## config.mk

```make
export PLATFORM = sky130hd
export DESIGN_NAME = tad_decoder
export DESIGN_NICKNAME = d
export VERILOG_FILES = /design/src/shared/tad_pkg.sv /design/src/shared/tad_fld_if.sv /design/src/verilog/tad_field_dec.sv /design/src/verilog/tad_decoder.sv
export VERILOG_INCLUDE_DIRS = /design/src /design/src/shared
export SDC_FILE = /design/constraint.sdc
export NUM_CORES = 1
export LEC_CHECK = 0
export BUFFER_PORTS_ARGS = -buffer_cell sky130_fd_sc_hd__buf_2
export CORE_MARGIN = 3
export CORE_UTILIZATION = 50
export CTS_CLUSTER_SIZE = 14
export DETAILED_ROUTE_END_ITERATION = 8
export MAX_ROUTING_LAYER = met4
export PLACE_DENSITY_LB_ADDON = 0.05
export SYNTH_ARGS = -nofsm -noshare
export SYNTH_HDL_FRONTEND = slang
export SYNTH_HIERARCHICAL = 1
export SYNTH_SLANG_ARGS = --single-unit
```

## constraint.sdc

```tcl
create_clock -name sys_clk_in -period 4.84 [get_ports sys_clk_in]
set_input_delay 0.484 -clock sys_clk_in [delete_from_list [all_inputs] [get_ports sys_clk_in]]
set_output_delay 0.484 -clock sys_clk_in [all_outputs]
set_load 0.005 [all_outputs]
```

## src/shared/tad_regs.svh

```systemverilog
// Purpose: Opcode patterns, masks and state counts of the transfer decoder.
// Assumes: All counts are core states; one state is one sys_clk_in cycle.
// Notes: Definitions only.
`ifndef TAD_REGS_SVH
`define TAD_REGS_SVH
// ==========================================================================
// First-byte opcodes and masks
`define TAD_OP_MOV_R_A 8'h18
`define TAD_OP_MOV_A_R 8'h08
`define TAD_MSK_F8 8'hf8
`define TAD_OP_SR_A 8'h4d
`define TAD_OP_A_SR 8'h4c
`define TAD_OP_P70 8'h70
`define TAD_OP_P48 8'h48
`define TAD_OP_MVI 8'h68
`define TAD_OP_MVI_SR 8'h64
`define TAD_OP_MVW 8'h71
`define TAD_OP_STORE_ACC_WORKING 8'h63
`define TAD_OP_LOAD_ACC_WORKING 8'h01
`define TAD_OP_STORE_ACC_INDIRECT 8'h38
`define TAD_OP_LOAD_ACC_INDIRECT 8'h28
`define TAD_MSK_IND 8'h78
`define TAD_OP_EXX 8'h11
`define TAD_OP_EXA 8'h10
`define TAD_OP_EXH 8'h50
`define TAD_OP_BLOCK 8'h31
`define TAD_OP_WIDE_MOVE_TO 8'hb4
`define TAD_OP_WIDE_MOVE_FR 8'ha4
`define TAD_MSK_FC 8'hfc
`define TAD_OP_PUSH 8'hb0
`define TAD_OP_POP 8'ha0
`define TAD_OP_LXI 8'h04
`define TAD_MSK_LXI 8'h8f
`define TAD_OP_ARITH_R 8'h60
// ==========================================================================
// Second-byte patterns
`define TAD_B2_SR 2'b11
`define TAD_B2_LD_DIR 8'h68
`define TAD_B2_ST_DIR 8'h78
`define TAD_B2_PAIR_ST 8'h0e
`define TAD_MSK_PAIR 8'hce
`define TAD_B2_STORE_WIDE_INDIRECT 4'h9
`define TAD_B2_LOAD_WIDE_INDIRECT 4'h8
`define TAD_B2_TABLE 8'ha8
`define TAD_B2_WIDE_MOVE_SR4 7'h60
`define TAD_B2_WIDE_MOVE_SR3 7'h69
// ==========================================================================
// State counts
`define TAD_ST_1B 12'd4
`define TAD_ST_MOV_SR 12'd10
`define TAD_ST_DIR 12'd17
`define TAD_ST_MVI 12'd7
`define TAD_ST_MVI_SR 12'd14
`define TAD_ST_WORK 12'd10
`define TAD_ST_MVW 12'd13
`define TAD_ST_IND 12'd7
`define TAD_ST_IND_X 12'd13
`define TAD_ST_BLOCK 12'd13
`define TAD_ST_WIDE_MOVE_SR 12'd14
`define TAD_ST_DIR_PAIR 12'd20
`define TAD_ST_WIDE 12'd14
`define TAD_ST_WIDE_X 12'd20
`define TAD_ST_PUSH 12'd13
`define TAD_ST_POP 12'd10
`define TAD_ST_LXI 12'd10
`define TAD_ST_TABLE 12'd17
`define TAD_ST_ARITH_R 12'd8
`define TAD_ST_ARITH_M 12'd11
`define TAD_ST_SKIP1 12'd4
`define TAD_ST_SKIP2 12'd8
`define TAD_ST_SKIP3 12'd11
`define TAD_TABLE_OFS 16'd3
`endif

```

## src/shared/tad_pkg.sv

```systemverilog
// Purpose: Types of the transfer decoder.
// Assumes: Nothing beyond the constants header.
// Notes: Addressing codes equal the enum values.
package tad_pkg;
  typedef enum logic [2:0] {TAD_V, TAD_A, TAD_B, TAD_C, TAD_D, TAD_E, TAD_H, TAD_L} tad_greg_t;
  typedef enum logic [2:0] {
    TAD_P_SP, TAD_P_BC, TAD_P_DE, TAD_P_HL, TAD_P_EA, TAD_P_VA, TAD_P_NONE
  } tad_pair_t;
  typedef enum logic [3:0] {
    TAD_AM_NONE = 4'h0, TAD_AM_BC = 4'h1, TAD_AM_DE = 4'h2, TAD_AM_HL = 4'h3,
    TAD_AM_DE_INC = 4'h4, TAD_AM_HL_INC = 4'h5, TAD_AM_DE_DEC = 4'h6, TAD_AM_HL_DEC = 4'h7,
    TAD_AM_DE_BYTE = 4'hb, TAD_AM_HL_A = 4'hc, TAD_AM_HL_B = 4'hd, TAD_AM_HL_EA = 4'he,
    TAD_AM_HL_BYTE = 4'hf
  } tad_amode_t;
  typedef enum logic [4:0] {
    TAD_K_ILLEGAL, TAD_K_MOV_R, TAD_K_MOV_SR, TAD_K_MOV_DIR, TAD_K_MVI, TAD_K_MVI_SR,
    TAD_K_WORK, TAD_K_MVW, TAD_K_IND, TAD_K_SWAP_PAIR, TAD_K_SWAP_ACC, TAD_K_SWAP_PTR,
    TAD_K_BLOCK, TAD_K_WIDE_MOVE, TAD_K_WIDE_MOVE_SR, TAD_K_DIR_PAIR, TAD_K_WIDE, TAD_K_PUSH,
    TAD_K_POP, TAD_K_LXI, TAD_K_TABLE, TAD_K_ARITH_R, TAD_K_ARITH_M
  } tad_kind_t;
  typedef enum logic [1:0] {TAD_S_FIRST = 2'b01, TAD_S_REST = 2'b10} tad_state_t;
  typedef struct packed {
    tad_kind_t kind;
    logic [2:0] len;
    logic [11:0] states;
    logic skipped;
    logic store;
    tad_greg_t greg;
    logic [5:0] sreg;
    logic sel;
    tad_pair_t pair;
    tad_amode_t amode;
    logic [15:0] addr;
    logic [7:0] data;
    logic [7:0] disp;
    logic disp_ok;
    logic signed [2:0] ptr_adj;
    logic signed [2:0] sp_adj;
  } tad_dec_t;
endpackage : tad_pkg

```

## src/shared/tad_fld_if.sv

```systemverilog
// Purpose: Carries operand field codes to the field decoder and results back.
// Assumes: Purely combinational between the two ends.
// Notes: One modport per end.
`timescale 1ns/1ps
`default_nettype none
interface tad_fld_if;
  import tad_pkg::*;
  logic [2:0] greg_code;
  logic [5:0] sreg_code;
  logic [2:0] rp_code;
  logic [2:0] rp1_code;
  logic [3:0] rpa_code;
  logic [3:0] wide_indirect_mode_code;
  logic [4:0] irf_code;
  tad_greg_t greg;
  logic sreg_ok;
  logic sreg_conv;
  tad_pair_t rp;
  tad_pair_t rp1;
  logic rpa_ok;
  logic wide_indirect_mode_ok;
  logic [17:0] irf_hot;
  modport dec (output greg_code, sreg_code, rp_code, rp1_code, rpa_code, wide_indirect_mode_code, irf_code,
               input greg, sreg_ok, sreg_conv, rp, rp1, rpa_ok, wide_indirect_mode_ok, irf_hot);
  modport fld (input greg_code, sreg_code, rp_code, rp1_code, rpa_code, wide_indirect_mode_code, irf_code,
               output greg, sreg_ok, sreg_conv, rp, rp1, rpa_ok, wide_indirect_mode_ok, irf_hot);
endinterface : tad_fld_if
`default_nettype wire

```

## src/verilog/tad_field_dec.sv

```systemverilog
// Purpose: Decodes operand fields: registers, pairs, addressing, interrupt flags.
// Assumes: Codes are stable within the cycle.
// Notes: Purely combinational.
`timescale 1ns/1ps
`default_nettype none
module tad_field_dec (
  tad_fld_if.fld f
);
  import tad_pkg::*;
  always_comb begin
    f.greg = tad_greg_t'(f.greg_code);
    f.sreg_ok = f.sreg_code inside {[6'h00:6'h04], [6'h06:6'h0d], [6'h10:6'h14],
                                    [6'h17:6'h1b], [6'h20:6'h23], 6'h28};
    f.sreg_conv = (f.sreg_code[5:2] == 4'h8);
    case (f.rp_code)
      3'h0: f.rp = TAD_P_SP;
      3'h1: f.rp = TAD_P_BC;
      3'h2: f.rp = TAD_P_DE;
      3'h3: f.rp = TAD_P_HL;
      3'h4: f.rp = TAD_P_EA;
      default: f.rp = TAD_P_NONE;
    endcase
    case (f.rp1_code)
      3'h0: f.rp1 = TAD_P_VA;
      3'h1: f.rp1 = TAD_P_BC;
      3'h2: f.rp1 = TAD_P_DE;
      3'h3: f.rp1 = TAD_P_HL;
      3'h4: f.rp1 = TAD_P_EA;
      default: f.rp1 = TAD_P_NONE;
    endcase
    f.rpa_ok = (f.rpa_code != 4'h0) && !(f.rpa_code inside {[4'h8:4'ha]});
    f.wide_indirect_mode_ok = f.wide_indirect_mode_code inside {[4'h2:4'h5], [4'hb:4'hf]};
  end
  // Codes 13 to 15 select no flag; the analog and standby flags start at code 16.
  for (genvar i = 0; i < 18; i++) begin : g_irf
    localparam logic [4:0] CODE = (i < 13) ? 5'(i) : 5'(i + 3);
    assign f.irf_hot[i] = (f.irf_code == CODE);
  end
endmodule : tad_field_dec
`default_nettype wire

```

## src/verilog/tad_decoder.sv

```systemverilog
// Purpose: Collects instruction bytes and decodes transfer and 8-bit arithmetic opcodes.
// Assumes: Bytes come from the core fetch logic on sys_clk_in, one per valid cycle.
// Notes: One decode record per instruction, held until the next one completes.
// Function
// - Register field codes 0-7 select V..L.
// - Special register field decodes ports, masks, converter.
// - Wide special moves: select bit picks register.
// - Load pair field: SP, BC, DE, HL, EA.
// - Push/pop pair field: VA, BC, DE, HL, EA.
// - Byte indirect field decodes pointer modes.
// - Wide indirect field decodes pointer modes.
// - Interrupt flag selector maps codes to flags.
// - Special register moves: 2 bytes, 10 states.
// - Direct register load/store: 4 bytes, 17 states.
// - Immediate loads: 2/7 general, 3/14 special.
// - Working address is V joined with offset.
// - Indirect accumulator access: 7 or 13 states.
// - Byte indirect displacement modes take second byte as displacement; wide indirect ones take the third.
// - Bank swaps: one byte, 4 states.
// - Block copy costs 13 states per byte.
// - Pair-accumulator wide moves take 4 states.
// - Direct pair store/load: 4 bytes, 20 states.
// - Wide indirect: 3 bytes, 14 or 20.
// - Push 13 states, pop 10, step two.
// - Table reads at PC plus 3 plus A.
// - Register arithmetic: 2 bytes, 8 states.
// - Indirect memory arithmetic: 2 bytes, 11 states.
// - Skipped instructions cost 4, 8, 11 states.
`include "tad_regs.svh"
`timescale 1ns/1ps
`default_nettype none
module tad_decoder (
  // Clock and reset
  input wire logic sys_clk_in,
  input wire logic reset_in,
  // Instruction byte stream
  input wire logic byte_valid_in,
  input wire logic [7:0] byte_in,
  input wire logic skip_in,
  // Core register values used for addresses and counts
  input wire logic [7:0] v_in,
  input wire logic [7:0] a_in,
  input wire logic [7:0] c_in,
  input wire logic [15:0] pc_in,
  input wire logic [4:0] irf_code_in,
  // Decode result
  output logic dec_valid_out,
  output tad_pkg::tad_dec_t dec_out,
  output logic [17:0] irf_sel_out,
  output logic sreg_conv_out
);
  import tad_pkg::*;
  tad_fld_if fld ();
  tad_field_dec u_fld (
    .f(fld)
  );

  // ==========================================================================
  // Byte collection
  tad_state_t state;
  tad_state_t next_state;
  logic [1:0] cnt;
  logic [1:0] next_cnt;
  logic [7:0] held [0:3];
  logic [7:0] next_held [0:3];
  logic [7:0] nb [0:3];
  tad_dec_t d;
  tad_dec_t next_dec;
  logic next_valid;
  logic [17:0] next_irf;
  logic next_conv;

  // The byte arriving now joins the held ones so decode finishes without a spare cycle.
  for (genvar i = 0; i < 4; i++) begin : g_nb
    assign nb[i] = (cnt == 2'(i)) ? byte_in : held[i];
  end

  // ==========================================================================
  // Field codes steered by opcode
  always_comb begin
    fld.greg_code = ((nb[0] == `TAD_OP_ARITH_R) || (nb[0] == `TAD_OP_P70)) ? nb[1][2:0] : nb[0][2:0];
    fld.sreg_code = (nb[0] == `TAD_OP_MVI_SR) ? {2'b00, nb[1][7], nb[1][2:0]} : nb[1][5:0];
    if ((nb[0] & `TAD_MSK_LXI) == `TAD_OP_LXI) begin
      fld.rp_code = nb[0][6:4];
    end else if (nb[0] == `TAD_OP_P70) begin
      fld.rp_code = {1'b0, nb[1][5:4]};
    end else begin
      fld.rp_code = {1'b0, nb[0][1:0]};
    end
    fld.rp1_code = nb[0][2:0];
    fld.rpa_code = (nb[0] == `TAD_OP_P70) ? {1'b0, nb[1][2:0]} : {nb[0][7], nb[0][2:0]};
    fld.wide_indirect_mode_code = nb[1][3:0];
    fld.irf_code = irf_code_in;
  end

  // ==========================================================================
  // Instruction decode
  always_comb begin
    d = '0;
    d.kind = TAD_K_ILLEGAL;
    d.len = 3'd1;
    d.states = `TAD_ST_1B;
    d.greg = fld.greg;
    d.sreg = fld.sreg_code;
    d.pair = TAD_P_NONE;
    d.amode = TAD_AM_NONE;
    if (((nb[0] & `TAD_MSK_F8) == `TAD_OP_MOV_R_A) || ((nb[0] & `TAD_MSK_F8) == `TAD_OP_MOV_A_R)) begin
      d.kind = TAD_K_MOV_R;
      d.store = nb[0][4];
      d.states = `TAD_ST_1B;
    end else if ((nb[0] == `TAD_OP_SR_A) || (nb[0] == `TAD_OP_A_SR)) begin
      d.len = 3'd2;
      d.kind = (nb[1][7:6] == `TAD_B2_SR) ? TAD_K_MOV_SR : TAD_K_ILLEGAL;
      d.store = nb[0][0];
      d.states = `TAD_ST_MOV_SR;
    end else if (nb[0] == `TAD_OP_P70) begin
      d.len = 3'd2;
      if (nb[1][7]) begin
        d.kind = TAD_K_ARITH_M;
        d.amode = tad_amode_t'(fld.rpa_code);
        d.states = `TAD_ST_ARITH_M;
      end else if (((nb[1] & `TAD_MSK_F8) == `TAD_B2_LD_DIR) || ((nb[1] & `TAD_MSK_F8) == `TAD_B2_ST_DIR)) begin
        d.kind = TAD_K_MOV_DIR;
        d.len = 3'd4;
        d.store = nb[1][4];
        d.addr = {nb[3], nb[2]};
        d.states = `TAD_ST_DIR;
      end else if ((nb[1] & `TAD_MSK_PAIR) == `TAD_B2_PAIR_ST) begin
        d.kind = TAD_K_DIR_PAIR;
        d.len = 3'd4;
        d.store = !nb[1][0];
        d.pair = fld.rp;
        d.addr = {nb[3], nb[2]};
        d.states = `TAD_ST_DIR_PAIR;
      end
    end else if ((nb[0] & `TAD_MSK_F8) == `TAD_OP_MVI) begin
      d.kind = TAD_K_MVI;
      d.len = 3'd2;
      d.data = nb[1];
      d.states = `TAD_ST_MVI;
    end else if (nb[0] == `TAD_OP_MVI_SR) begin
      d.kind = TAD_K_MVI_SR;
      d.len = 3'd3;
      d.data = nb[2];
      d.states = `TAD_ST_MVI_SR;
    end else if ((nb[0] == `TAD_OP_STORE_ACC_WORKING) || (nb[0] == `TAD_OP_LOAD_ACC_WORKING) || (nb[0] == `TAD_OP_MVW)) begin
      d.kind = (nb[0] == `TAD_OP_MVW) ? TAD_K_MVW : TAD_K_WORK;
      d.store = (nb[0] != `TAD_OP_LOAD_ACC_WORKING);
      d.len = (nb[0] == `TAD_OP_MVW) ? 3'd3 : 3'd2;
      d.addr = {v_in, nb[1]};
      d.data = (nb[0] == `TAD_OP_MVW) ? nb[2] : 8'h00;
      d.states = (nb[0] == `TAD_OP_MVW) ? `TAD_ST_MVW : `TAD_ST_WORK;
    end else if (((nb[0] & `TAD_MSK_IND) == `TAD_OP_STORE_ACC_INDIRECT) || ((nb[0] & `TAD_MSK_IND) == `TAD_OP_LOAD_ACC_INDIRECT)) begin
      d.kind = fld.rpa_ok ? TAD_K_IND : TAD_K_ILLEGAL;
      d.store = nb[0][4];
      d.amode = tad_amode_t'(fld.rpa_code);
      d.disp_ok = (fld.rpa_code == TAD_AM_DE_BYTE) || (fld.rpa_code == TAD_AM_HL_BYTE);
      d.len = d.disp_ok ? 3'd2 : 3'd1;
      d.disp = d.disp_ok ? nb[1] : 8'h00;
      d.states = fld.rpa_code[3] ? `TAD_ST_IND_X : `TAD_ST_IND;
      if (fld.rpa_code inside {TAD_AM_DE_INC, TAD_AM_HL_INC}) begin
        d.ptr_adj = 3'sd1;
      end else if (fld.rpa_code inside {TAD_AM_DE_DEC, TAD_AM_HL_DEC}) begin
        d.ptr_adj = -3'sd1;
      end
    end else if (nb[0] == `TAD_OP_EXX) begin
      d.kind = TAD_K_SWAP_PAIR;
    end else if (nb[0] == `TAD_OP_EXA) begin
      d.kind = TAD_K_SWAP_ACC;
    end else if (nb[0] == `TAD_OP_EXH) begin
      d.kind = TAD_K_SWAP_PTR;
    end else if (nb[0] == `TAD_OP_BLOCK) begin
      d.kind = TAD_K_BLOCK;
      d.ptr_adj = 3'sd1;
      d.states = ({4'h0, c_in} + 12'd1) * `TAD_ST_BLOCK;
    end else if ((((nb[0] & `TAD_MSK_FC) == `TAD_OP_WIDE_MOVE_TO) || ((nb[0] & `TAD_MSK_FC) == `TAD_OP_WIDE_MOVE_FR))
                 && (nb[0][1:0] != 2'b00)) begin
      d.kind = TAD_K_WIDE_MOVE;
      d.store = nb[0][4];
      d.pair = fld.rp;
      d.states = `TAD_ST_1B;
    end else if (((nb[0] & `TAD_MSK_F8) == `TAD_OP_PUSH) || ((nb[0] & `TAD_MSK_F8) == `TAD_OP_POP)) begin
      d.kind = (fld.rp1 == TAD_P_NONE) ? TAD_K_ILLEGAL : (nb[0][4] ? TAD_K_PUSH : TAD_K_POP);
      d.pair = fld.rp1;
      d.sp_adj = nb[0][4] ? -3'sd2 : 3'sd2;
      d.states = nb[0][4] ? `TAD_ST_PUSH : `TAD_ST_POP;
    end else if (((nb[0] & `TAD_MSK_LXI) == `TAD_OP_LXI) && (fld.rp != TAD_P_NONE)) begin
      d.kind = TAD_K_LXI;
      d.len = 3'd3;
      d.pair = fld.rp;
      d.addr = {nb[2], nb[1]};
      d.states = `TAD_ST_LXI;
    end else if (nb[0] == `TAD_OP_ARITH_R) begin
      d.kind = TAD_K_ARITH_R;
      d.len = 3'd2;
      d.states = `TAD_ST_ARITH_R;
    end else if (nb[0] == `TAD_OP_P48) begin
      d.len = 3'd2;
      if ((nb[1][7:4] == `TAD_B2_STORE_WIDE_INDIRECT) || (nb[1][7:4] == `TAD_B2_LOAD_WIDE_INDIRECT)) begin
        d.kind = fld.wide_indirect_mode_ok ? TAD_K_WIDE : TAD_K_ILLEGAL;
        d.len = 3'd3;
        d.store = nb[1][4];
        d.amode = tad_amode_t'(fld.wide_indirect_mode_code);
        d.disp_ok = (fld.wide_indirect_mode_code == TAD_AM_DE_BYTE) || (fld.wide_indirect_mode_code == TAD_AM_HL_BYTE);
        d.disp = d.disp_ok ? nb[2] : 8'h00;
        d.ptr_adj = (fld.wide_indirect_mode_code inside {TAD_AM_DE_INC, TAD_AM_HL_INC}) ? 3'sd2 : 3'sd0;
        d.states = fld.wide_indirect_mode_code[3] ? `TAD_ST_WIDE_X : `TAD_ST_WIDE;
      end else if (nb[1] == `TAD_B2_TABLE) begin
        d.kind = TAD_K_TABLE;
        d.addr = pc_in + `TAD_TABLE_OFS + {8'h00, a_in};
        d.states = `TAD_ST_TABLE;
      end else if ((nb[1][7:1] == `TAD_B2_WIDE_MOVE_SR4) || (nb[1][7:1] == `TAD_B2_WIDE_MOVE_SR3)) begin
        d.kind = TAD_K_WIDE_MOVE_SR;
        d.store = (nb[1][7:1] == `TAD_B2_WIDE_MOVE_SR3);
        d.sel = nb[1][0];
        d.states = `TAD_ST_WIDE_MOVE_SR;
      end
    end
    if (d.kind == TAD_K_MOV_SR || d.kind == TAD_K_MVI_SR) begin
      d.kind = fld.sreg_ok ? d.kind : TAD_K_ILLEGAL;
    end
    d.skipped = skip_in;
    if (skip_in) begin
      case (d.len)
        3'd1: d.states = `TAD_ST_SKIP1;
        3'd2: d.states = `TAD_ST_SKIP2;
        default: d.states = `TAD_ST_SKIP3;
      endcase
    end
  end

  // ==========================================================================
  // Sequencer
  always_comb begin
    next_state = state;
    next_cnt = cnt;
    next_dec = dec_out;
    next_valid = 1'b0;
    next_irf = fld.irf_hot;
    next_conv = sreg_conv_out;
    for (int k = 0; k < 4; k++) begin
      next_held[k] = held[k];
    end
    if (byte_valid_in) begin
      case (state)
        TAD_S_FIRST, TAD_S_REST: begin
          if ({1'b0, cnt} + 3'd1 >= d.len) begin
            next_state = TAD_S_FIRST;
            next_cnt = 2'd0;
            next_dec = d;
            next_valid = 1'b1;
            next_conv = fld.sreg_conv;
          end else begin
            next_state = TAD_S_REST;
            next_held[cnt] = byte_in;
            next_cnt = cnt + 2'd1;
          end
        end
        default: begin
          next_state = TAD_S_FIRST;
          next_cnt = 2'd0;
        end
      endcase
    end
  end

  always_ff @(posedge sys_clk_in) begin
    if (reset_in) begin
      state <= TAD_S_FIRST;
      cnt <= 2'd0;
      dec_out <= '0;
      dec_valid_out <= 1'b0;
      irf_sel_out <= '0;
      sreg_conv_out <= 1'b0;
      for (int k = 0; k < 4; k++) begin
        held[k] <= 8'h00;
      end
    end else begin
      state <= next_state;
      cnt <= next_cnt;
      dec_out <= next_dec;
      dec_valid_out <= next_valid;
      irf_sel_out <= next_irf;
      sreg_conv_out <= next_conv;
      for (int k = 0; k < 4; k++) begin
        held[k] <= next_held[k];
      end
    end
  end
endmodule : tad_decoder
`default_nettype wire

```

==> run summary, run 1 <==
The global route total overflow is 0. The total DRC errors in the routed layout is 0. TritonCTS built the clock tree. The relative contribution of sequential cells to total power came out at 0.362. Of all flip-flops after synthesis, the portion carrying an async set or reset was 0. The most common cell in the synthesized netlist is sky130_fd_sc_hd__dfxtp_1.

The pre-CTS setup slack came out at 0.283 ns. Cell internal power was estimated by the tool at 0.00216 W. The core region is 17600 µm². The register bit total from synthesis came out at 133.

The aggregate negative setup slack is 0 ns. The depth of the CTS H-tree came out at 4. The static power due to leakage came out at 4.57 nW. In this run the top signal layer used is met4. The first routing iteration left 968 violations. Detailed routing placed a total of 2.79 mm of wire on met3. The initial core utilization is 0.520. The number of vias per cell after detailed routing came out at 6.20. The number of max-slew violations in the final report came out at 0. The detail route stage leaves a number of antenna-violating nets equal to 0. The synthesized net count came out at 1258. Yosys attributes the largest share of cell area to sky130_fd_sc_hd__dfxtp_1 (29%), sky130_fd_sc_hd__a21oi_1 (5.9%), sky130_fd_sc_hd__ha_1 (5.9%). The number of cells in the design after placement is 1483. Summed over all nets, wire length on met2 after detailed routing comes to 14.6 mm.

The run finished with clean final reports. Of all nets on the critical path, the largest fanout is 31. The combined buffer and inverter count along the critical path is 4. The number of instances in the synthesized netlist is 1151. The longest clock path from root to sink contains 2 buffers.

The number of antenna diodes in the final layout is 0. The cell sitting at the root of the clock tree is a sky130_fd_sc_hd__clkbuf_16. The share of the yosys chip area belonging to registers came out at 0.291. The worst-case IR drop observed on VDD is 0.000256 V. Wires add up to 31.8 mm. The largest stage delay on the critical path is 0.40 ns.

Summed over all instances, the cell type with the most area after synthesis is sky130_fd_sc_hd__dfxtp_1. The critical path class is reg2reg. A synthesized cell averages 7.96 µm². The worst hold path begins at skip_in. The number of iterations in the first detailed-routing pass came out at 6. The met1 wire length is 13.5 mm.

Max-cap violations in this run came to 0. The placer congestion estimate came out at 1.05. The minimum clock period came out at 4.51 ns. The average detailed-routed wire length per instance is 21.0 µm. The required time at the worst-slack endpoint is 5.20 ns. The maximum number of pins on one net before global-route repair is 67. The clock-pin slew reported for the worst setup and hold paths after clock tree synthesis came out at 0.07 ns. The data arrival time of the critical path came out at 4.87 ns. From bottom edge to top edge, the die measures 141 µm. In this run the critical register-to-register path is launched from cnt[0]. The synthesis-to-layout area growth is 17.0%. The number of antenna violations at the first check in global routing is 0. The non-filler instance count after layout came out at 1518. Buffers inserted to repair hold after CTS numbered 0. Of the post-synthesis cell area, the dominant cell type holds 0.291. After synthesis, the most frequently instantiated cells are sky130_fd_sc_hd__dfxtp_1 (133), sky130_fd_sc_hd__a21oi_1 (108), sky130_fd_sc_hd__nor2_1 (107). The worst setup path is launched from a flop.

The mapped cell area is 9160 µm². The standard-cell row count is 48. The slowest stage of the critical path belongs to the cell sky130_fd_sc_hd__o41ai_4. The final count of hold timing violations is 0. Dividing total power by cell area gives a power density of 301 nW/µm². The clock power share is 0.414.

The number of warnings issued by yosys is 6. The floorplan step set the die width to 141 µm. The number of global-route vias before repair is 8616.

The cell family contributing the most delay on the critical path is compound AO/OA/AOI/OAI gates. The clock reaches the later pin of the worst-skew pair after 0.44 ns. The critical path goes through inv_1 -> ha_2 -> buf_12 -> mux2i_1 -> inv_2 -> a211oi_1 -> nand3_1 -> o2111ai_1 -> nor2_1 -> ha_1 -> nand2b_1 -> nand3_1 -> o41ai_4 -> a21o_2 -> buf_4 -> o2111ai_1 -> a21oi_1. The power after layout is 0.00323 W. The die footprint is 20000 µm². Among all flip-flop cells after synthesis, the most frequent one is sky130_fd_sc_hd__dfxtp_1. Of the total power, the share spent switching nets is 0.332. The endpoint class of the critical path is a flop.

The fraction of layout instances using a drive strength above 1 came out at 0.224. The post-route clock skew came out at 0.0110 ns. Setup repair after global routing left no endpoint under its margin. The post-detailed-placement half-perimeter wirelength came out at 23.3 mm. At the pin with the least slew margin, the transition time is 1.12 ns. The overall global routing resource usage is 0.320. The total vias in the final route came out at 9405. Setup violations remaining at the end of the flow were counted as 0. The top-level port count is 155. The final worst slack is 0.331 ns.

The critical path starts at cnt[0]. Input and output buffers added on the ports amount to 153. The number of buffers created by CTS came out at 17. For this run, the post-layout net count is 1387. The timing-limited maximum frequency is 0.222 GHz.

The share of the clock period used by the worst path after layout is 0.932. The number of enable flip-flop cells after synthesis came out at 0. The worst relative slew slack came out at 0.246.

The reported net switching power came out at 0.00107 W. The total number of clock tree sinks is 133. The part of the power in combinational logic is 0.224. The first-pass GRT wire length came out at 49.1 mm. Counting distinct cell types in the post-synthesis netlist gives 103. The path class of the tightest hold or removal check is in2reg.
-- final timing paths --
kind / slack, ns / depth (start not counted) / endpoint
worst max register to register: 0.33 / 17 / dec_out[20]
worst min-delay path: 0.34 / 3 / dec_out[57]
worst min register to register: 0.45 / 2 / dec_out[51]
worst max-delay path: 0.33 / 17 / dec_out[20]
-- worst min-delay path, stage by stage --
cell and delay [ns]:
sky130_fd_sc_hd__buf_2 0.14, sky130_fd_sc_hd__nand2_1 0.06, sky130_fd_sc_hd__a21oi_1 0.05
-- sequential cells by signal, indices dropped and copies added (netlist names) --
register,cells
cnt,2
dec_out,77
dec_valid_out,1
held,32
irf_sel_out,18
sreg_conv_out,1
state,2
-- cell families (layout without fill, tap and decap cells) --
group	Yosys count	in the layout	share of synthesized area
DFF	133	133	0.291
xor gates and xnor gates	31	31	0.0297
muxes	43	43	0.0514
adders and majority gates	51	51	0.0752
buffers and inverters	141	282	0.0715
other	1	1	0.000410
AOI/OAI and AO/OA	326	327	0.245
and+or+nand+nor	425	425	0.236
-- layer usage --
layer / vias to the layer above / track usage
met4: 0 / 0.101
met1: 4380 / 0.427
met5: - / -
met2: 517 / 0.494
met3: 91 / 0.0593
li1: 4417 / -
-- metrics by stage --
| step | cell area (µm²) | utilization | hold WS (ns) |
|---|---|---|---|
| final | 10700 | 0.609 | 0.341 |
| after global routing | 10700 | 0.609 | 0.349 |
| after CTS | 10700 | 0.606 | 0.336 |
| after detailed placement | 10100 | 0.572 | 0.442 |
| after global placement | 10100 | 0.572 | 0.439 |
| after floorplan | 9160 | - | 0.448 |
-- power by group through the flow --
stage               Clock, W  Sequential, W  Combinational (W)
CTS                  0.00136        0.00117           0.000709
global placement           0        0.00119           0.000698
floorplan                  0        0.00119           0.000493
finish               0.00134        0.00117           0.000723
detailed placement         0        0.00119           0.000705
global route         0.00140        0.00117           0.000801
-- cells in the final DEF, fill, tap and decap left out, drive strengths merged, types with 18 or more instances in the layout --
cell type / n
nor2: 111
inv: 72
nand3: 64
a211oi: 18
nor3: 41
o21ai: 65
ha: 43
nand2: 90
a21oi: 111
nor2b: 22
dfxtp: 133
xnor2: 19
mux2i: 30
buf: 184
-- final cells by class --
type | count | area [µm²]
Clock inverter | 15 | 178
Fill cell | 1643 | 6880
Timing Repair Buffer | 184 | 1030
Sequential cell | 133 | 2660
Clock buffer | 17 | 425
Multi-Input combinational cell | 878 | 5890
Inverter | 66 | 248
Tap cell | 225 | 282
-- timing repair --
| action | CTS | global route |
|---|---|---|
| setup endpoints to repair | 0 | 24 |
| gates resized for setup | 0 | 4 |
| buffers inserted | 0 | 2 |
(Power assumes the default switching activity.)
==> run 2, diff against run 1 <==
Settings changed: CTS_BUF_LIST from default to sky130_fd_sc_hd__clkbuf_2 sky130_fd_sc_hd__clkbuf_4 sky130_fd_sc_hd__clkbuf_8.
==> run summary, run 2 (synthesis results as in run 1) <==
The post-route clock skew is 0.0162 ns. The standard-cell row count came out at 48. The largest driver fanout on the critical path came out at 31. The number of antenna violations at the first check in global routing came out at 0. The top-level port count is 155. The clock-pin slew reported for the worst setup and hold paths after clock tree synthesis is 0.09 ns. The largest registers in the layout are dec_out (77), held (32), irf_sel_out (18).

The flip-flop count of the largest register, all copies and words added is 77. The worst-case vdd ir drop is 0.000165 V. The flow ran to the end, and the final reports show no timing, DRC or antenna violations. In the layout the commonest cells are sky130_fd_sc_hd__buf_2 (152), sky130_fd_sc_hd__dfxtp_1 (133), sky130_fd_sc_hd__a21oi_1 (108), sky130_fd_sc_hd__nor2_1 (107), sky130_fd_sc_hd__nand2_1 (90). The synthesis-to-layout area growth came out at 14.8%.

In this run the power density over the cells is 275 nW/µm². Of the cells placed in the final design, the portion with a size suffix greater than 1 is 0.222. The static power due to leakage came out at 4.48 nW.

The type of element launching the critical path is a flop. The placement-stage cell area is 10100 µm². The clock reaches the later pin of the worst-skew pair after 0.48 ns.

The number of iterations in the first detailed-routing pass is 6. The most common cell after layout, fill and taps aside is sky130_fd_sc_hd__buf_2. The placer congestion estimate came out at 1.05. The worst relative slew slack is 0.291. Dividing the detail-routed wire length by the instance count gives 21.0 µm. The tightest min-delay check is of the in2reg type.

The core area is 17600 µm². The max-capacitance violation count is 0. After detailed routing, the total wire length is 31.8 mm. At the pin with the least slew margin, the transition time is 1.06 ns. The slowest stage of the critical path belongs to the cell sky130_fd_sc_hd__a222oi_1.

The initial core utilization is 0.520. Of the available clock period, the critical path in the final layout requires 0.926. In this run, the number of DRC markers left after iteration 0 of detailed routing was 1028.

The minimum clock period came out at 4.48 ns. CTS saw 133 sinks. Walking the worst path, the cells encountered are inv_1 -> ha_2 -> buf_12 -> or3b_1 -> a222oi_1 -> a21boi_2 -> a311o_4 -> nor2_1 -> ha_1 -> nand2b_1 -> nand3_1 -> o41ai_4 -> a21o_2 -> buf_4 -> o2111ai_1 -> a21oi_1. The number of antenna repair diodes is 0. The total DRC errors in the routed layout came out at 0. In the final design database the tool counted 1385 nets. The vertical die dimension is 141 µm. STA puts the critical path data required time at 5.24 ns.

The detailed router placed 9344 vias in this run. The utilization after layout is 0.597. The number of gates on the worst path with buffers counted is 16. The die footprint is 20000 µm². The data arrival time of the critical path came out at 4.88 ns. Entering global routing, the biggest net connects 67 pins. The number of global-route vias before repair came out at 8572. The critical path is of the reg2reg type. The final worst slack is 0.357 ns.

The register with the most flip-flops in the final layout is dec_out. The depth of the CTS H-tree is 4. The first global-routing pass estimated 48.9 mm of wire. Summed over all failing endpoints, the final setup total negative slack is 0 ns. The worst hold slack across all endpoints came out at 0.297 ns. The number of max-slew violations in the final report came to 0.

The horizontal extent of the die is 141 µm. The overall global routing resource usage came out at 0.319. Once detail routing completed, the nets flagged for antenna violations numbered 0. The tree is rooted in a sky130_fd_sc_hd__clkbuf_8. The maximum count of clock buffers along a single path came out at 2. The post-layout instance area is 10500 µm².

The number of vias per cell after detailed routing came out at 6.16. The clock tree from TritonCTS is done. The number of setup buffers added after CTS is 0.

Setup violations remaining at the end of the flow were counted as 0. The timing-limited maximum frequency came out at 0.223 GHz. Broken down by cell family, the worst path's largest delay share belongs to compound AO/OA/AOI/OAI gates. The combined buffer and inverter count along the critical path came out at 3. The post-detailed-placement half-perimeter wirelength came out at 23.3 mm. Prior to clock tree synthesis, the placed netlist has a worst setup slack of 0.283 ns. The number of buffers created by CTS came out at 17.

The global route total overflow is 0. The worst register-to-register path has a depth of 16. Setup repair after global routing left no endpoint under its margin. The worst setup path is captured at a flop.

The largest stage delay on the critical path came out at 0.56 ns. The worst hold path stage count is 3. The final count of hold timing violations came out at 0. The number of port buffers came out at 153.
## run 2: cell count changes in the layout (fill, tap and decap cells not counted)
cell	delta
sky130_fd_sc_hd__clkbuf_16	-17
sky130_fd_sc_hd__buf_4	-2
sky130_fd_sc_hd__clkbuf_8	+17
## run 2: cell type report
class	count	area, µm²
well taps	225	282
flip-flops and latches	133	2660
inverters	66	248
multi-input cells	878	5890
clock inverters	15	178
fillers	1665	7090
repair buffers	182	1010
clock buffers	17	234
## run 2: stage by stage
step                      power, W  cells
after floorplan            0.00168   1151
after global placement     0.00189   1483
after detailed placement   0.00190   1483
after CTS                  0.00289   1515
final                      0.00289   1516
after global routing       0.00303   1516
## run 2: where the power goes
group	switching (W)	total (W)	internal, W
clock network	0.000568	0.00101	0.000438
logic	0.000444	0.000720	0.000276
registers	0.0000288	0.00117	0.00114
## run 2: final timing paths
kind                                    end  slack, ns        start
worst min-delay path            dec_out[57]       0.30      skip_in
worst max register to register  dec_out[20]       0.36       cnt[0]
worst max-delay path            dec_out[20]       0.36       cnt[0]
worst min register to register  dec_out[51]       0.45  dec_out[51]
## run 2: tightest hold or removal path, delay by kind of cell
kind	cells	cell delay, ns
buf+inv	1	0.14
compound gates	1	0.05
simple gates	1	0.06
## run 2: routing by layer
metal / GRT usage / routed length, µm / vias to the layer above
met3: 0.0576 / 2670 / 94
met2: 0.491 / 14500 / 493
met5: - / 0 / -
met4: 0.105 / 1030 / 0
li1: - / - / 4400
met1: 0.426 / 13600 / 4357
## run 2: what timing repair did
| action | in CTS | in global routing |
|---|---|---|
| setup endpoints to repair | 0 | 29 |
| resized for setup | 0 | 4 |
| hold buffers | 0 | 0 |
==> run 3, diff against run 2 <==
Settings changed: ABC_AREA from default to 1, SKIP_LAST_GASP from default to 1.
==> run summary, run 3 <==
STA classifies the critical path startpoint as a flop. Measured on the finished design, the core utilization comes to 0.599. The post-synthesis share of cell area spent on and, or, nand and nor gates came out at 0.319. Input and output buffers added on the ports amount to 153. The number of antenna repair diodes is 0. The final count of hold timing violations was 0. The post-synthesis async set-or-reset flop share came out at 0. The core area came out at 17700 µm². The register bit total from synthesis came out at 133. The actual slew at the worst max-slew pin is 1.20 ns. The initial core utilization is 0.522. The reported net switching power is 0.00135 W. The largest driver fanout on the critical path came out at 18. The total vias in the final route came out at 10100. The internal portion of total power came out at 0.00198 W.

After synthesis, the cell types taking the most area are sky130_fd_sc_hd__dfxtp_1 (29%), sky130_fd_sc_hd__nand2_1 (14%), sky130_fd_sc_hd__inv_1 (7.7%). Summed over all cells, the static leakage comes to 5.18 nW. The part of the power in combinational logic came out at 0.351. The average cell area after synthesis is 6.35 µm². The number of iterations in the first detailed-routing pass came out at 6. The average detailed-routed wire length per instance is 17.3 µm. The hold buffer count at cts came out at 0. The number of max-slew violations in the final report is 0. The horizontal extent of the die came out at 142 µm. In this run the number of H-tree levels came out at 4. The share of the clock period used by the worst path after layout is 0.904.

At the worst endpoint, the required time is 5.22 ns. The pre-CTS setup slack came out at 0.275 ns. The placer congestion estimate came out at 1.09.

The number of buffers created by CTS came out at 17. For the worst setup path, the data arrival time is 4.75 ns. Detailed placement ended at an HPWL of 24.8 mm.

Of the total synthesized cell area, the portion taken by full adders, half adders and majority gates is 0.0736. The flip-flop count of the largest register, all copies and words added came out at 77. The most common cell in the synthesized netlist is sky130_fd_sc_hd__nand2_1.

After clock tree synthesis, the clock-pin slew on the worst setup and hold paths is 0.09 ns. The number of nets with antenna violations after routing came out at 0. Leaving out fill and tap cells, the most frequent cell in the layout is sky130_fd_sc_hd__nand2_1. The mapped cell area is 9210 µm².

The number of cells in the design after placement came out at 1797. The synthesis-to-layout area growth came out at 14.9%. The vertical die dimension came out at 142 µm.

The number of antenna violations at the first check in global routing is 1. Of the total synthesized cell area, the portion taken by XOR and XNOR cells is 0.0162. The aggregate negative setup slack is 0 ns.

The routed wire length came out at 31.7 mm. The synthesized-area fraction occupied by ao, oa, aoi and oai cells came out at 0.182. The share of synthesized area spent on multiplexers came out at 0. The clock latency on the worst-skew pair came out at 0.46 ns. The top-level port count is 155. The iteration-0 DRC count of the detailed router is 960. By area, the combinational part of the netlist is dominated by simple AND/OR/NAND/NOR gates.

The minimum clock period came out at 4.38 ns. The number of warnings issued by yosys came out at 6. The share of total power consumed by net switching came out at 0.405. The clock tree from TritonCTS is done. For this run, the slowest stage of the critical path takes 0.39 ns.

The most flop-heavy register is dec_out. The worst-case vdd ir drop came out at 0.000253 V. The number of instances in the synthesized netlist is 1451. The overall global routing resource usage is 0.321.

For this run, the post-layout net count is 1698. The most used flip-flop cell after synthesis is sky130_fd_sc_hd__dfxtp_1. Setup repair after global routing left no endpoint under its margin. The share of the yosys chip area belonging to registers came out at 0.289. The fraction of layout instances using a drive strength above 1 came out at 0.173. sky130_fd_sc_hd__dfxtp_1 takes more of the synthesized area than any other cell. The number of global-route vias before repair came out at 9165.

The worst relative slew slack is 0.190. The path class of the tightest hold or removal check is in2reg. The clock power share is 0.286. The first-pass GRT wire length is 49.6 mm.

Of the total power, registers draw 0.362. After global routing the overflow that remains totals 0. The standard-cell row count is 48.

The flow ran to the end, and the final reports show no timing, DRC or antenna violations. The maximum number of pins on one net before global-route repair came out at 79. The total number of clock tree sinks came out at 133. The synthesized net count is 1558. The non-filler instance count after layout is 1829. The number of vias per cell after detailed routing came out at 5.53. The number of enable flip-flop cells after synthesis came out at 0. The standard cell with the maximum stage delay on the critical path is sky130_fd_sc_hd__dfxtp_1. The post-route clock skew came out at 0.0228 ns. The cell that appears most often on the critical path is sky130_fd_sc_hd__nand2_1.

The longest clock path from root to sink contains 2 buffers. The die footprint is 20100 µm². Across all setup checks in the final design, the least slack found is 0.464 ns.

The critical path goes through inv_1 -> ha_2 -> inv_2 -> nand2_1 -> nand2_1 -> nand2_2 -> nor2_2 -> nand2_2 -> o21ai_2 -> nand3_2 -> nand2_1 -> nand4_1 -> nand2_1 -> inv_1 -> ha_1 -> inv_1 -> nand2_1 -> or2_2 -> nand3_4 -> nand3_1 -> clkinvlp_4 -> nand2_1 -> a21oi_1. The power density of the placed cells is 314 nW/µm². On the critical path the largest part of the delay comes from simple AND/OR/NAND/NOR gates.

The worst setup path is of the reg2reg kind. The total DRC errors in the routed layout came out at 0. For this run, the top clock speed supported by timing is 0.228 GHz. The combined buffer and inverter count along the critical path came out at 5. The final setup violation count is 0. The largest registers in the layout are dec_out (77), held (32), irf_sel_out (18). Of the post-synthesis cell area, the dominant cell type holds 0.289. The root buffer cell chosen for the clock tree is sky130_fd_sc_hd__clkbuf_8.

By count the netlist is led by sky130_fd_sc_hd__nand2_1 (355), sky130_fd_sc_hd__inv_1 (189), sky130_fd_sc_hd__nor2_1 (184). Counting the fill cells in the layout gives 1773. The max-capacitance violation count came out at 0. The endpoint class of the critical path is a flop. The synthesized netlist contains 50 unique library cells.

Leaving out fill and tap cells, the most frequent cells in the layout are sky130_fd_sc_hd__nand2_1 (355), sky130_fd_sc_hd__inv_1 (188), sky130_fd_sc_hd__nor2_1 (184), sky130_fd_sc_hd__buf_2 (153), sky130_fd_sc_hd__dfxtp_1 (133).
==> run 3: per-layer routing <==
| metal | GRT usage | vias up | wire length (µm) | part of all wire |
|---|---|---|---|---|
| li1 | - | 4968 | - | - |
| met3 | 0.0381 | 85 | 2110 | 0.067 |
| met2 | 0.531 | 437 | 15000 | 0.47 |
| met4 | 0.121 | 0 | 1140 | 0.036 |
| met5 | - | - | 0 | 0 |
| met1 | 0.403 | 4616 | 13400 | 0.42 |
==> run 3: worst reg2reg max path, delay by kind of cell (launching register included) <==
| family | cells | cell delay, ns |
|---|---|---|
| simple gates | 14 | 2.13 |
| fa+ha+maj | 2 | 0.58 |
| compound gates | 2 | 0.47 |
| buf+inv | 5 | 0.73 |
| flops | 1 | 0.39 |
==> run 3: power by group through the flow <==
| stage | clock (W) | combinational [W] | sequential, W |
|---|---|---|---|
| floorplan | 0 | 0.000800 | 0.00124 |
| global placement | 0 | 0.00115 | 0.00123 |
| detailed placement | 0 | 0.00115 | 0.00123 |
| CTS | 0.000975 | 0.00116 | 0.00121 |
| global route | 0.00102 | 0.00131 | 0.00122 |
| finish | 0.000953 | 0.00117 | 0.00121 |
==> run 3: per-stage QoR <==
step	instance area (µm²)	total power [W]	hold slack, ns
after floorplan	9210	0.00204	0.422
after global placement	10200	0.00238	0.430
after detailed placement	10200	0.00239	0.442
after CTS	10600	0.00334	0.282
after global routing	10600	0.00354	0.327
final	10600	0.00333	0.312
==> run 3: cell type report <==
type,count,area (µm²),share of cell area
inverter,200,754,0.0713
clock inverter,15,164,0.0155
tap,225,282,0.0266
clock buffer,17,234,0.0221
multi-input combinational,1051,5440,0.514
timing repair buffer,188,1040,0.0987
sequential,133,2660,0.252
==> run 3: repair_timing <==
| item | 4_1_cts | 5_1_grt |
|---|---|---|
| buffers inserted | 0 | 0 |
| endpoints found under the setup margin | 0 | 87 |
| gates resized for setup | 0 | 3 |
==> run 3: logic make-up (layout without fill, tap and decap cells) <==
family | after synthesis | count (layout)
AND/OR/NAND/NOR | 685 | 685
buffers and inverters | 267 | 420
adder cells (fa/ha/maj) | 50 | 50
flip-flops | 133 | 133
AO/OA/AOI/OAI | 298 | 298
other | 1 | 1
XOR/XNOR | 17 | 17
==> run 3: final timing paths <==
path,from,to,slack (ns),depth (start not counted)
worst max-delay path,cnt[0],held[3][7],0.46,23
worst min-delay path,byte_valid_in,state[0],0.31,3
worst max register to register,cnt[0],held[3][7],0.46,23
worst min register to register,held[3][0],held[3][0],0.45,2
